### src/dio_pkg.sv
// Shared constants for the pin-side DDR input and output register block
package dio_pkg;
   // ------------------------------------------------------------------
   // Register map and bus answers
   // ------------------------------------------------------------------
   localparam int         ADDR_W        = 4;
   localparam logic [3:0] CTRL_OFFSET   = 4'h0;
   localparam logic [3:0] STATUS_OFFSET = 4'h4;
   localparam logic [1:0] RESP_OKAY     = 2'h0;
   localparam logic [1:0] RESP_SLVERR   = 2'h2;

   // ------------------------------------------------------------------
   // Control register fields and reset value
   // ------------------------------------------------------------------
   localparam int         CTRL_DDR_IN   = 0;
   localparam int         CTRL_POLARITY = 1;
   localparam int         CTRL_DDR_OUT  = 2;
   localparam int         CTRL_LATCH    = 3;
   localparam int         CTRL_W        = 4;
   localparam logic [3:0] CTRL_RESET    = 4'h0;

   // ------------------------------------------------------------------
   // Status register fields
   // ------------------------------------------------------------------
   localparam int STAT_SDR     = 0;
   localparam int STAT_RISE    = 1;
   localparam int STAT_FALL    = 2;
   localparam int STAT_PAD_OUT = 3;
   localparam int STAT_OUT_CLK = 4;

   // ------------------------------------------------------------------
   // Timing: output clock half period derived from the system clock
   // ------------------------------------------------------------------
   localparam int CLK_PERIOD_NS   = 25;
   localparam int OUT_HALF_NS     = 50;
   localparam int OUT_HALF_CYCLES = (OUT_HALF_NS / CLK_PERIOD_NS < 1) ? 1
                                    : OUT_HALF_NS / CLK_PERIOD_NS;
endpackage

### src/dio_out_if.sv
// Signals between the block top and its output register stage
`timescale 1ns/1ps
`default_nettype none
interface dio_out_if;
   logic dataFirst;
   logic dataSecond;
   logic ddrMode;
   logic latchMode;
   logic clockEnable;
   logic syncReset;
   logic outClk;
   logic outClkRise;
   logic padOut;

   modport source (output dataFirst, dataSecond, ddrMode, latchMode,
                   clockEnable, syncReset, outClk, outClkRise,
                   input padOut);
   modport sink   (input dataFirst, dataSecond, ddrMode, latchMode,
                   clockEnable, syncReset, outClk, outClkRise,
                   output padOut);
endinterface
`default_nettype wire

### src/dio_out_reg.sv
// Output register stage: SDR flop or latch, DDR latch and clock mux
`timescale 1ns/1ps
`default_nettype none
module dio_out_reg (
   // Clock and reset
   input  wire logic clk_sys,
   input  wire logic reset_n,
   // Core side
   dio_out_if.sink   ob
);
   logic sdrReg;
   logic ddrLatch;
   logic latchLoaded;

   // SDR register: edge flop, or transparent while the clock is high
   always_ff @(posedge clk_sys or negedge reset_n) begin
      if (!reset_n) begin
         sdrReg <= 1'b0;
      end else if (ob.syncReset) begin
         sdrReg <= 1'b0;
      end else if (ob.clockEnable) begin
         if (ob.ddrMode || !ob.latchMode) begin
            if (ob.outClkRise) begin
               sdrReg <= ob.dataFirst;
            end
         end else if (ob.outClk) begin
            sdrReg <= ob.dataFirst;
         end
      end
   end

   // DDR latch: open while the clock is high, no reset or enable
   always_ff @(posedge clk_sys) begin
      if (ob.outClk) begin
         ddrLatch <= ob.dataSecond;
      end
   end

   // Marks the latch as holding a real value since reset
   always_ff @(posedge clk_sys or negedge reset_n) begin
      if (!reset_n) begin
         latchLoaded <= 1'b0;
      end else if (ob.outClk) begin
         latchLoaded <= 1'b1;
      end
   end

   // Clock driven mux toward the pad
   always_ff @(posedge clk_sys or negedge reset_n) begin
      if (!reset_n) begin
         ob.padOut <= 1'b0;
      end else if (ob.ddrMode && !ob.outClk && latchLoaded) begin
         ob.padOut <= ddrLatch;
      end else begin
         ob.padOut <= sdrReg;
      end
   end
endmodule
`default_nettype wire

### src/dio_ddr_io_block.sv
// Pin-side SDR/DDR input and output register block with AXI4-Lite control
//
// The register offsets and the AXI4-Lite slave port were decided locally.
`timescale 1ns/1ps
`default_nettype none

// Summary of operation
// - SDR input: pad data lands in one sync register on the system clock
// - DDR input: strobe rising and falling edges each capture pad data
// - Both strobe streams are re-registered on the system clock for core
// - Polarity select picks true or inverted timing of sync registers
// - Input SDR and sync registers have a reset and a clock enable
// - SDR output: first data feeds one flop or latch that drives the pad
// - DDR output: first data flopped on rising clock, second data latched
// - A mux run by the output clock picks which stored value drives pad
// - The SDR output register has a reset and a clock enable
// - The DDR-only latch has neither reset nor clock enable
// - Input may bypass registers as a plain signal or as a clock
module dio_ddr_io_block (
   // Clock and reset
   input  wire logic                      clk_sys,
   input  wire logic                      reset_n,
   // AXI4-Lite write address and data
   input  wire logic [dio_pkg::ADDR_W-1:0] s_axi_awaddr,
   input  wire logic                      s_axi_awvalid,
   output var  logic                      s_axi_awready,
   input  wire logic [31:0]               s_axi_wdata,
   input  wire logic [3:0]                s_axi_wstrb,
   input  wire logic                      s_axi_wvalid,
   output var  logic                      s_axi_wready,
   // AXI4-Lite write response
   output var  logic [1:0]                s_axi_bresp,
   output var  logic                      s_axi_bvalid,
   input  wire logic                      s_axi_bready,
   // AXI4-Lite read
   input  wire logic [dio_pkg::ADDR_W-1:0] s_axi_araddr,
   input  wire logic                      s_axi_arvalid,
   output var  logic                      s_axi_arready,
   output var  logic [31:0]               s_axi_rdata,
   output var  logic [1:0]                s_axi_rresp,
   output var  logic                      s_axi_rvalid,
   input  wire logic                      s_axi_rready,
   // Pads from the external device
   input  wire logic                      linkStrobe,
   input  wire logic                      padInputData,
   // Core side input controls
   input  wire logic                      inputClockEnable,
   input  wire logic                      inputSyncReset,
   // Core side input data
   output var  logic                      sdrInputData,
   output var  logic                      risingEdgeStream,
   output var  logic                      fallingEdgeStream,
   output var  logic                      inputDataValid,
   output var  logic                      bypassCombinationalInput,
   output var  logic                      bypassClockInput,
   // Core side output data and controls
   input  wire logic                      outputDataFirst,
   input  wire logic                      outputDataSecond,
   input  wire logic                      outputClockEnable,
   input  wire logic                      outputSyncReset,
   // Pads toward the external device
   output var  logic                      padOutputData,
   output var  logic                      outputClock
);
   // ------------------------------------------------------------------
   // Declarations
   // ------------------------------------------------------------------
   logic [dio_pkg::CTRL_W-1:0] ctrl;
   logic strobeMeta, strobeSync, strobeLast;
   logic padMeta, padSync;
   logic strobeRise, strobeFall;
   logic risingCapture, fallingCapture;
   logic fallDone, fallDone2, syncLoad;
   logic [7:0] halfCnt;
   logic outClkRise;
   logic awHeld, wHeld;
   logic [dio_pkg::ADDR_W-1:0] awAddr;
   logic [31:0] wData;
   logic [3:0] wStrb;
   logic doWrite;
   logic next_awHeld, next_wHeld, next_rvalid;
   logic ddrIn, polarity;
   dio_out_if ob ();
   assign ddrIn      = ctrl[dio_pkg::CTRL_DDR_IN];
   assign polarity   = ctrl[dio_pkg::CTRL_POLARITY];
   assign strobeRise = strobeSync & ~strobeLast;
   assign strobeFall = ~strobeSync & strobeLast;

   // ------------------------------------------------------------------
   // Pad synchronisers and strobe edge finder
   // ------------------------------------------------------------------
   // Two flops per pad; logic uses the second stage, plus a third strobe flop for edge finding
   always_ff @(posedge clk_sys or negedge reset_n) begin
      if (!reset_n) begin
         strobeMeta <= 1'b0;
         strobeSync <= 1'b0;
         strobeLast <= 1'b0;
         padMeta    <= 1'b0;
         padSync    <= 1'b0;
      end else begin
         strobeMeta <= linkStrobe;
         strobeSync <= strobeMeta;
         strobeLast <= strobeSync;
         padMeta    <= padInputData;
         padSync    <= padMeta;
      end
   end
   // Bypass paths to the core, one flop after the synchronisers, no enable
   always_ff @(posedge clk_sys or negedge reset_n) begin
      if (!reset_n) begin
         bypassCombinationalInput <= 1'b0;
         bypassClockInput         <= 1'b0;
      end else begin
         bypassCombinationalInput <= padSync;
         bypassClockInput         <= strobeSync;
      end
   end

   // ------------------------------------------------------------------
   // Input capture
   // ------------------------------------------------------------------
   // SDR input register on the system clock
   always_ff @(posedge clk_sys or negedge reset_n) begin
      if (!reset_n) begin
         sdrInputData <= 1'b0;
      end else if (inputSyncReset) begin
         sdrInputData <= 1'b0;
      end else if (inputClockEnable && !ddrIn) begin
         sdrInputData <= padSync;
      end
   end
   // Strobe edge capture into two streams
   always_ff @(posedge clk_sys or negedge reset_n) begin
      if (!reset_n) begin
         risingCapture  <= 1'b0;
         fallingCapture <= 1'b0;
      end else if (ddrIn) begin
         if (strobeRise) begin
            risingCapture <= padSync;
         end
         if (strobeFall) begin
            fallingCapture <= padSync;
         end
      end
   end
   // Load timing: true polarity one stage, inverted one stage later
   always_ff @(posedge clk_sys or negedge reset_n) begin
      if (!reset_n) begin
         fallDone  <= 1'b0;
         fallDone2 <= 1'b0;
      end else begin
         fallDone  <= ddrIn & strobeFall;
         fallDone2 <= fallDone;
      end
   end
   assign syncLoad = polarity ? fallDone2 : fallDone;
   // Sync registers hand both streams to the core
   always_ff @(posedge clk_sys or negedge reset_n) begin
      if (!reset_n) begin
         risingEdgeStream  <= 1'b0;
         fallingEdgeStream <= 1'b0;
         inputDataValid    <= 1'b0;
      end else if (inputSyncReset) begin
         risingEdgeStream  <= 1'b0;
         fallingEdgeStream <= 1'b0;
         inputDataValid    <= 1'b0;
      end else begin
         inputDataValid <= syncLoad & inputClockEnable;
         if (syncLoad && inputClockEnable) begin
            risingEdgeStream  <= risingCapture;
            fallingEdgeStream <= fallingCapture;
         end
      end
   end

   // ------------------------------------------------------------------
   // Output clock divider
   // ------------------------------------------------------------------
   always_ff @(posedge clk_sys or negedge reset_n) begin
      if (!reset_n) begin
         halfCnt     <= 8'h00;
         outputClock <= 1'b0;
         outClkRise  <= 1'b0;
      end else if (halfCnt == 8'(dio_pkg::OUT_HALF_CYCLES - 1)) begin
         halfCnt     <= 8'h00;
         outputClock <= ~outputClock;
         outClkRise  <= ~outputClock;
      end else begin
         halfCnt    <= halfCnt + 8'h01;
         outClkRise <= 1'b0;
      end
   end

   // ------------------------------------------------------------------
   // Output register stage
   // ------------------------------------------------------------------
   assign ob.dataFirst   = outputDataFirst;
   assign ob.dataSecond  = outputDataSecond;
   assign ob.ddrMode     = ctrl[dio_pkg::CTRL_DDR_OUT];
   assign ob.latchMode   = ctrl[dio_pkg::CTRL_LATCH];
   assign ob.clockEnable = outputClockEnable;
   assign ob.syncReset   = outputSyncReset;
   assign ob.outClk      = outputClock;
   assign ob.outClkRise  = outClkRise;
   assign padOutputData  = ob.padOut;

   dio_out_reg u_out (
      .clk_sys (clk_sys),
      .reset_n (reset_n),
      .ob      (ob.sink)
   );

   // ------------------------------------------------------------------
   // AXI4-Lite slave
   // ------------------------------------------------------------------
   // Next state of the address, data and read holding flags
   always_comb begin
      doWrite     = awHeld & wHeld & ~s_axi_bvalid;
      next_awHeld = awHeld;
      next_wHeld  = wHeld;
      if (doWrite) begin
         next_awHeld = 1'b0;
         next_wHeld  = 1'b0;
      end
      if (s_axi_awvalid && s_axi_awready) begin
         next_awHeld = 1'b1;
      end
      if (s_axi_wvalid && s_axi_wready) begin
         next_wHeld = 1'b1;
      end
      next_rvalid = s_axi_rvalid ? ~s_axi_rready
                                 : (s_axi_arvalid & s_axi_arready);
   end

   // Write channels, control register and response
   always_ff @(posedge clk_sys or negedge reset_n) begin
      if (!reset_n) begin
         awHeld        <= 1'b0;
         wHeld         <= 1'b0;
         awAddr        <= '0;
         wData         <= 32'h0000_0000;
         wStrb         <= 4'h0;
         s_axi_awready <= 1'b0;
         s_axi_wready  <= 1'b0;
         s_axi_bvalid  <= 1'b0;
         s_axi_bresp   <= dio_pkg::RESP_OKAY;
         ctrl          <= dio_pkg::CTRL_RESET;
      end else begin
         awHeld        <= next_awHeld;
         wHeld         <= next_wHeld;
         s_axi_awready <= ~next_awHeld;
         s_axi_wready  <= ~next_wHeld;
         if (s_axi_awvalid && s_axi_awready) begin
            awAddr <= s_axi_awaddr;
         end
         if (s_axi_wvalid && s_axi_wready) begin
            wData <= s_axi_wdata;
            wStrb <= s_axi_wstrb;
         end
         if (doWrite) begin
            s_axi_bvalid <= 1'b1;
            if (awAddr[3:2] == dio_pkg::CTRL_OFFSET[3:2]) begin
               s_axi_bresp <= dio_pkg::RESP_OKAY;
               if (wStrb[0]) begin
                  ctrl <= wData[dio_pkg::CTRL_W-1:0];
               end
            end else begin
               s_axi_bresp <= dio_pkg::RESP_SLVERR;
            end
         end else if (s_axi_bready) begin
            s_axi_bvalid <= 1'b0;
         end
      end
   end
   // Read channel: control and live status
   always_ff @(posedge clk_sys or negedge reset_n) begin
      if (!reset_n) begin
         s_axi_arready <= 1'b0;
         s_axi_rvalid  <= 1'b0;
         s_axi_rdata   <= 32'h0000_0000;
         s_axi_rresp   <= dio_pkg::RESP_OKAY;
      end else begin
         s_axi_arready <= ~next_rvalid;
         s_axi_rvalid  <= next_rvalid;
         if (s_axi_arvalid && s_axi_arready) begin
            s_axi_rdata <= 32'h0000_0000;
            s_axi_rresp <= dio_pkg::RESP_OKAY;
            if (s_axi_araddr[3:2] == dio_pkg::CTRL_OFFSET[3:2]) begin
               s_axi_rdata[dio_pkg::CTRL_W-1:0] <= ctrl;
            end else if (s_axi_araddr[3:2] ==
                         dio_pkg::STATUS_OFFSET[3:2]) begin
               s_axi_rdata[dio_pkg::STAT_SDR]     <= sdrInputData;
               s_axi_rdata[dio_pkg::STAT_RISE]    <= risingEdgeStream;
               s_axi_rdata[dio_pkg::STAT_FALL]    <= fallingEdgeStream;
               s_axi_rdata[dio_pkg::STAT_PAD_OUT] <= padOutputData;
               s_axi_rdata[dio_pkg::STAT_OUT_CLK] <= outputClock;
            end else begin
               s_axi_rresp <= dio_pkg::RESP_SLVERR;
            end
         end
      end
   end
endmodule
`default_nettype wire

### config.mk
export PLATFORM = sky130hd
export DESIGN_NAME = dio_ddr_io_block
export DESIGN_NICKNAME = d
export VERILOG_FILES = /design/src/dio_pkg.sv /design/src/dio_out_if.sv /design/src/dio_out_reg.sv /design/src/dio_ddr_io_block.sv
export SDC_FILE = /design/constraint.sdc
export NUM_CORES = 1
export LEC_CHECK = 0
export ABC_AREA = 0
export BUFFER_PORTS_ARGS = -buffer_cell sky130_fd_sc_hd__buf_2
export CORE_AREA = 2 2 75 84
export DETAILED_ROUTE_END_ITERATION = 8
export DIE_AREA = 0 0 77 86
export MAX_ROUTING_LAYER = met4
export PLACE_DENSITY = 0.78
export SLEW_MARGIN = 20
export SYNTH_ARGS = -nofsm -noshare
export SYNTH_HDL_FRONTEND = slang
export SYNTH_SLANG_ARGS = --single-unit
### constraint.sdc
create_clock -name clk_sys -period 2.5 [get_ports clk_sys]
set_input_delay 0.125 -clock clk_sys [delete_from_list [all_inputs] [get_ports clk_sys]]
set_output_delay 0.125 -clock clk_sys [all_outputs]
set_load 0.05 [all_outputs]
Word-level counts from Yosys, hierarchy flattened

Cells that the tools add are included.

Add/subtract/negate cells: 1
Equal/unequal tests: 3
Muxes and demuxes: 29
Bitwise gates (word level): 15
Reductions and logical operators: 22

Operator list:

| operator                                      | number |
|---|---|
| 2-to-1 mux 1 bit                              | 23 |
| adder 8 x 1 -> 8 bit, second input constant   | 1 |
| == test 8 x 1 -> 1 bit, second input constant | 1 |
| 2-to-1 mux 8 bit                              | 1 |
| NOT 1 bit                                     | 8 |
| nonzero test 2 bit                            | 4 |
| bitwise AND 1 bit                             | 7 |
| logical AND 1 bit                             | 7 |
| 2-to-1 mux 2 bit                              | 3 |
| AND reduction 3 bit                           | 2 |
| 2-to-1 mux 5 bit                              | 1 |
| zero test 2 bit                               | 2 |
| 2-to-1 mux 4 bit                              | 1 |
| AND reduction 2 bit                           | 2 |
| zero test 1 bit                               | 3 |
| inequality test 3 bit, second input constant  | 1 |
| nonzero test 3 bit                            | 1 |
| == test 2 x 1 -> 1 bit, second input constant | 1 |
| logical OR 1 bit                              | 1 |

Flip-flop bits (word level): 57
Input port bits: 59
Output and inout port bits: 49
Logic and storage cells: 105

Logic depth before layout (Yosys ltp)

Word-level depth: 5
Depth in mapped cells: 5

Modules after synthesis

A second synthesis with hierarchy kept.

Cells, all modules: 180
Area total of the unflattened synthesis: 2298.5 µm²

Modules (own cells, without submodules):

| module           | times used | cells an instance | area an instance (µm²) |
|---|---|---|---|
| dio_ddr_io_block | 1          | 167               | 2123.3 |
| dio_out_reg      | 1          | 13                | 175.2 |

Worst setup path before layout

Ideal clock, no wire load.

Path kind: reg2reg
From: register s_axi_bvalid
To: register ctrl[0] in the netlist's numbering
Library setup time: 0.125 ns
Data arrival time: 1.670 ns
Data required time: 2.375 ns
Slack: 0.705 ns
Stages on the path, launching flop included: 4
Path buffers: 0
Path through: dfrtp_1 > nand3b_4 > or4b_4 > mux2_4

Cells in the longest elaborated chain, start to end: 3

Ends and longest elaborated chain:

| what                          | line                    | RTL |
|---|---|---|
| from (decl)                   | dio_ddr_io_block.sv:33  | `output var logic s_axi_bvalid,` |
| from (signal assigned)        | dio_ddr_io_block.sv:245 | `s_axi_bvalid <= 1'b0;` |
| from (signal assigned)        | dio_ddr_io_block.sv:261 | `s_axi_bvalid <= 1'b1;` |
| from (signal assigned)        | dio_ddr_io_block.sv:271 | `s_axi_bvalid <= 1'b0;` |
| NOT 1 bit                     | dio_ddr_io_block.sv:218 | `doWrite = awHeld & wHeld & ~s_axi_bvalid;` |
| bitwise AND 1 bit             | dio_ddr_io_block.sv:218 |  |
| AND reduction 3 bit (no line) | n/a                     |  |
| to (signal assigned)          | dio_ddr_io_block.sv:247 | `ctrl <= dio_pkg::CTRL_RESET;` |
| to (signal assigned)          | dio_ddr_io_block.sv:265 | `ctrl <= wData[dio_pkg::CTRL_W-1:0];` |
| to (decl)                     | dio_ddr_io_block.sv:68  | `logic [dio_pkg::CTRL_W-1:0] ctrl;` |

Every way passes these cells.
A chain may end at the register's enable or synchronous reset.

Final worst setup path

From: register halfCnt[1]
To: register outputClock

Cells in the longest elaborated chain, start to end: 1

Ends and longest elaborated chain:

| what                   | line                    | RTL |
|---|---|---|
| from (decl)            | dio_ddr_io_block.sv:74  | `logic [7:0] halfCnt;` |
| from (signal assigned) | dio_ddr_io_block.sv:189 | `halfCnt <= halfCnt + 8'h01;` |
| == test 8 x 1 -> 1 bit | dio_ddr_io_block.sv:184 | `end else if (halfCnt == 8'(dio_pkg::OUT_HALF_CYCLES - 1)) begin` |
| to (signal assigned)   | dio_ddr_io_block.sv:186 | `outputClock <= ~outputClock;` |
| to (decl)              | dio_ddr_io_block.sv:63  | `output var logic outputClock` |

Every way passes these cells.

==> run_results.csv <==
group,metric,value,unit
run_status,status,"finished clean",
cts,clk_latency,290,ps
synthesis,synthMostInstantiatedCell,"dfrtp_1",
floorplan,rows,29,
setup_path,slowest_stage,"or4b_4",
cells_and_area,antenna_cells,0,
route,drc,0,
route,via_count,1362,
timing,rsz0062_at_grt,"no",
timing,whs,22.5,ps
route,wl_met2,1730,um
synthesis,synth-compound-area-share,2.40,%
synthesis,yosys.area.top_type,"dfrtp_1",
cts,ctsHoldBuffers,5,
power,total_power,2.48,mW
global_routing,overflow,0,
placed_design,hpwlAfterDp,2770,um
cells_and_area,stdcell_count,311,
global_routing,grt_max_degree,28,
cts,cts_tree,"built",
global_routing,grt_pass1_vias,1321,
cts,clkTransAtPathRegs,90,ps
synthesis,ys_top_cells_by_count,"52 x dfrtp_1, 29 x buf_4, 12 x nand2_1",
synthesis,synth_edf_count,1,
timing,finalHoldViolCount,0,
timing,setup_viol,0,
route,drt_wl_total,3630,um
setup_path,cp_data_required_time,2720,ps
placed_design,dp.cells,299,
power,power_density,940,nW/um^2
placed_design,place_congestion,0.717,
setup_path,crit_type,"reg -> reg",
cts,cts_resized,0,
synthesis,synthMuxAreaShare,12.4,%
timing,maxSlewHeadroom,62.3,%
timing,fmax,607,MHz
setup_path,end_kind,"flip-flop",
timing,worst-slew-pin-transition,566,ps
route,drt-met1-wl,1590,um
synthesis,syn_inst,180,
synthesis,yosysWarnings,0,
power,vdd_drop_max,776,uV
cts,htree_num_levels,2,
setup_path,critPathArrivalTime,1870,ps
global_routing,grt_pass1_wl,6090,um
global_routing,grt_usage,12.1,%
cts,numClockSinks,53,
route,detail-route-antenna-nets,0,
timing,skew,1.82,ps
synthesis,netlist_area,2300,sq um
setup_path,path_cells,"inv_1 > ha_1 > or4b_4 > nor4_4 > xor2_1",
setup_path,worst-path-buf-inv,1,
synthesis,synth_area_leaders,"dfrtp_1 57%, buf_4 9.5%, mux2_2 5.4%",
worst_hold_path,worstHoldPathType,"in -> reg",
floorplan,die-width,77,um
floorplan,dieHeight,86,um
synthesis,synth-seq-cells,53,
setup_path,start_kind,"flip-flop",
floorplan,ios,108,
route,wl_per_cell,11.7,um
cts,cts_setup_buffers,0,
synthesis,ys_seq_area_share,58.0,%
cts,root_buffer,"clkbuf_8",
synthesis,synth-simple-area-share,13.1,%
global_routing,antenna_found_initial,0,
synthesis,synth_top_area_share,56.6,%
timing,layout_min_cycle_time,1650,ps
cells_and_area,nets,295,
cts,numCtsBuffers,5,
setup_path,crit_family,"simple AND/OR/NAND/NOR gates",
route,dr.pass1.iters,4,
power,p_leak,1.33,nW
route,viasPerCell,4.38,
cells_and_area,layout-drive-gt1-share,31.2,%
synthesis,synth-xor-area-share,2.67,%
placed_design,portBuffers,43,
timing,maxSlewViolCount,0,
cells_and_area,area_delta_synth_final,14.9,%
synthesis,synth_fa_ha_area_share,1.09,%
route,drtIter0Drc,30,
synthesis,avgSynthCellArea,12.8,sq um
timing,period_share,65.9,%
timing,setup_tns,0,ps
floorplan,die_area,6620,sq um
setup_path,max_stage_delay,480,ps
cts,clockBufferDepth,2,
synthesis,synth_top_family_by_area,"simple AND/OR/NAND/NOR gates",
route,met3WireLength,252,um
synthesis,async_flop_share,98.1,%
flow_run,drv_cap,0,
synthesis,synth_cell_type_count,28,
route,top_layer,"met4",
synthesis,synth_ff_type,"dfrtp_1",
floorplan,start_util,40.1,%
floorplan,core-area,5730,sq um
setup_path,cp_max_fo,5,
-- layout make-up --
type	count	area (sq um)
fill	548	3090
sequential	53	1330
multi-input combinational	121	835
timing repair buffer	49	273
tap	77	96.3
clock buffer	6	82.6
inverter	4	15.0
clock inverter	1	7.51
-- worst register-to-register path: stages (launching register included) --
cell	delay (ps)
dfrtp_1	420
inv_1	80
ha_1	150
or4b_4	480
nor4_4	280
xor2_1	170
-- path summary, 6_finish.rpt --
path	start	end	slack, ps	cells after the start
worst max-delay path	halfCnt[1]	outputClock	850	5
worst min-delay path	s_axi_rready	s_axi_rvalid	20	2
worst max register to register	halfCnt[1]	outputClock	850	5
worst min register to register	strobeMeta	strobeSync	360	0
max in group asynchronous	reset_n	wHeld	1400	3
min in group asynchronous	reset_n	s_axi_arready	350	2
-- registers in the layout, indices dropped and copies added, names as in the netlist, 2 cells and up --
register	flops
halfCnt	8
s_axi_rdata	5
ctrl	4
wData	4
awAddr	2
-- cell families (layout without fill, tap and decap cells) --
family / count (synthesis) / after routing
multiplexers: 25 / 25
XOR/XNOR: 7 / 7
AND/OR/NAND/NOR: 48 / 48
buffers and inverters: 34 / 60
AO/OA/AOI/OAI: 10 / 10
adder cells (fa/ha/maj): 2 / 2
other: 1 / 29
flip-flops: 53 / 53
-- placed cells by master, fill, tap and decap left out, types with 3 or more instances in the layout --
| cell | instances |
|---|---|
| nor2b_1 | 4 |
| clkbuf_8 | 6 |
| nand2b_1 | 7 |
| nand3b_1 | 3 |
| mux2_2 | 11 |
| inv_1 | 4 |
| dfrtp_1 | 52 |
| buf_2 | 43 |
| nand3_1 | 5 |
| nor2_1 | 6 |
| conb_1 | 29 |
| o21ai_0 | 8 |
| mux2_4 | 4 |
| mux2i_1 | 10 |
| nand2_1 | 12 |
| xnor2_1 | 6 |
| dlygate4sd3_1 | 5 |
-- layer usage --
metal  up-vias  GRT usage, %
li1        644             -
met1       657          14.5
met2        53          19.9
met3         8          3.58
met4         0          3.90
met5         -             -
-- stage by stage --
step / area [sq um] / util (%) / worst slack, ps
final: 2640 / 46.0 / 852
after CTS: 2640 / 46.0 / 825
after detailed placement: 2500 / 43.6 / 850
after floorplan: 2400 / - / 705
after global routing: 2640 / 46.0 / 706
after global placement: 2500 / 43.6 / 922
-- where the power goes --
group          leakage (nW)  switching (mW)  total [mW]  internal [mW]
clock network        0.0433           0.257       0.476          0.219
logic                 0.620           0.513       0.800          0.287
registers             0.664           0.144        1.20           1.06
(Power assumes the default switching activity.)
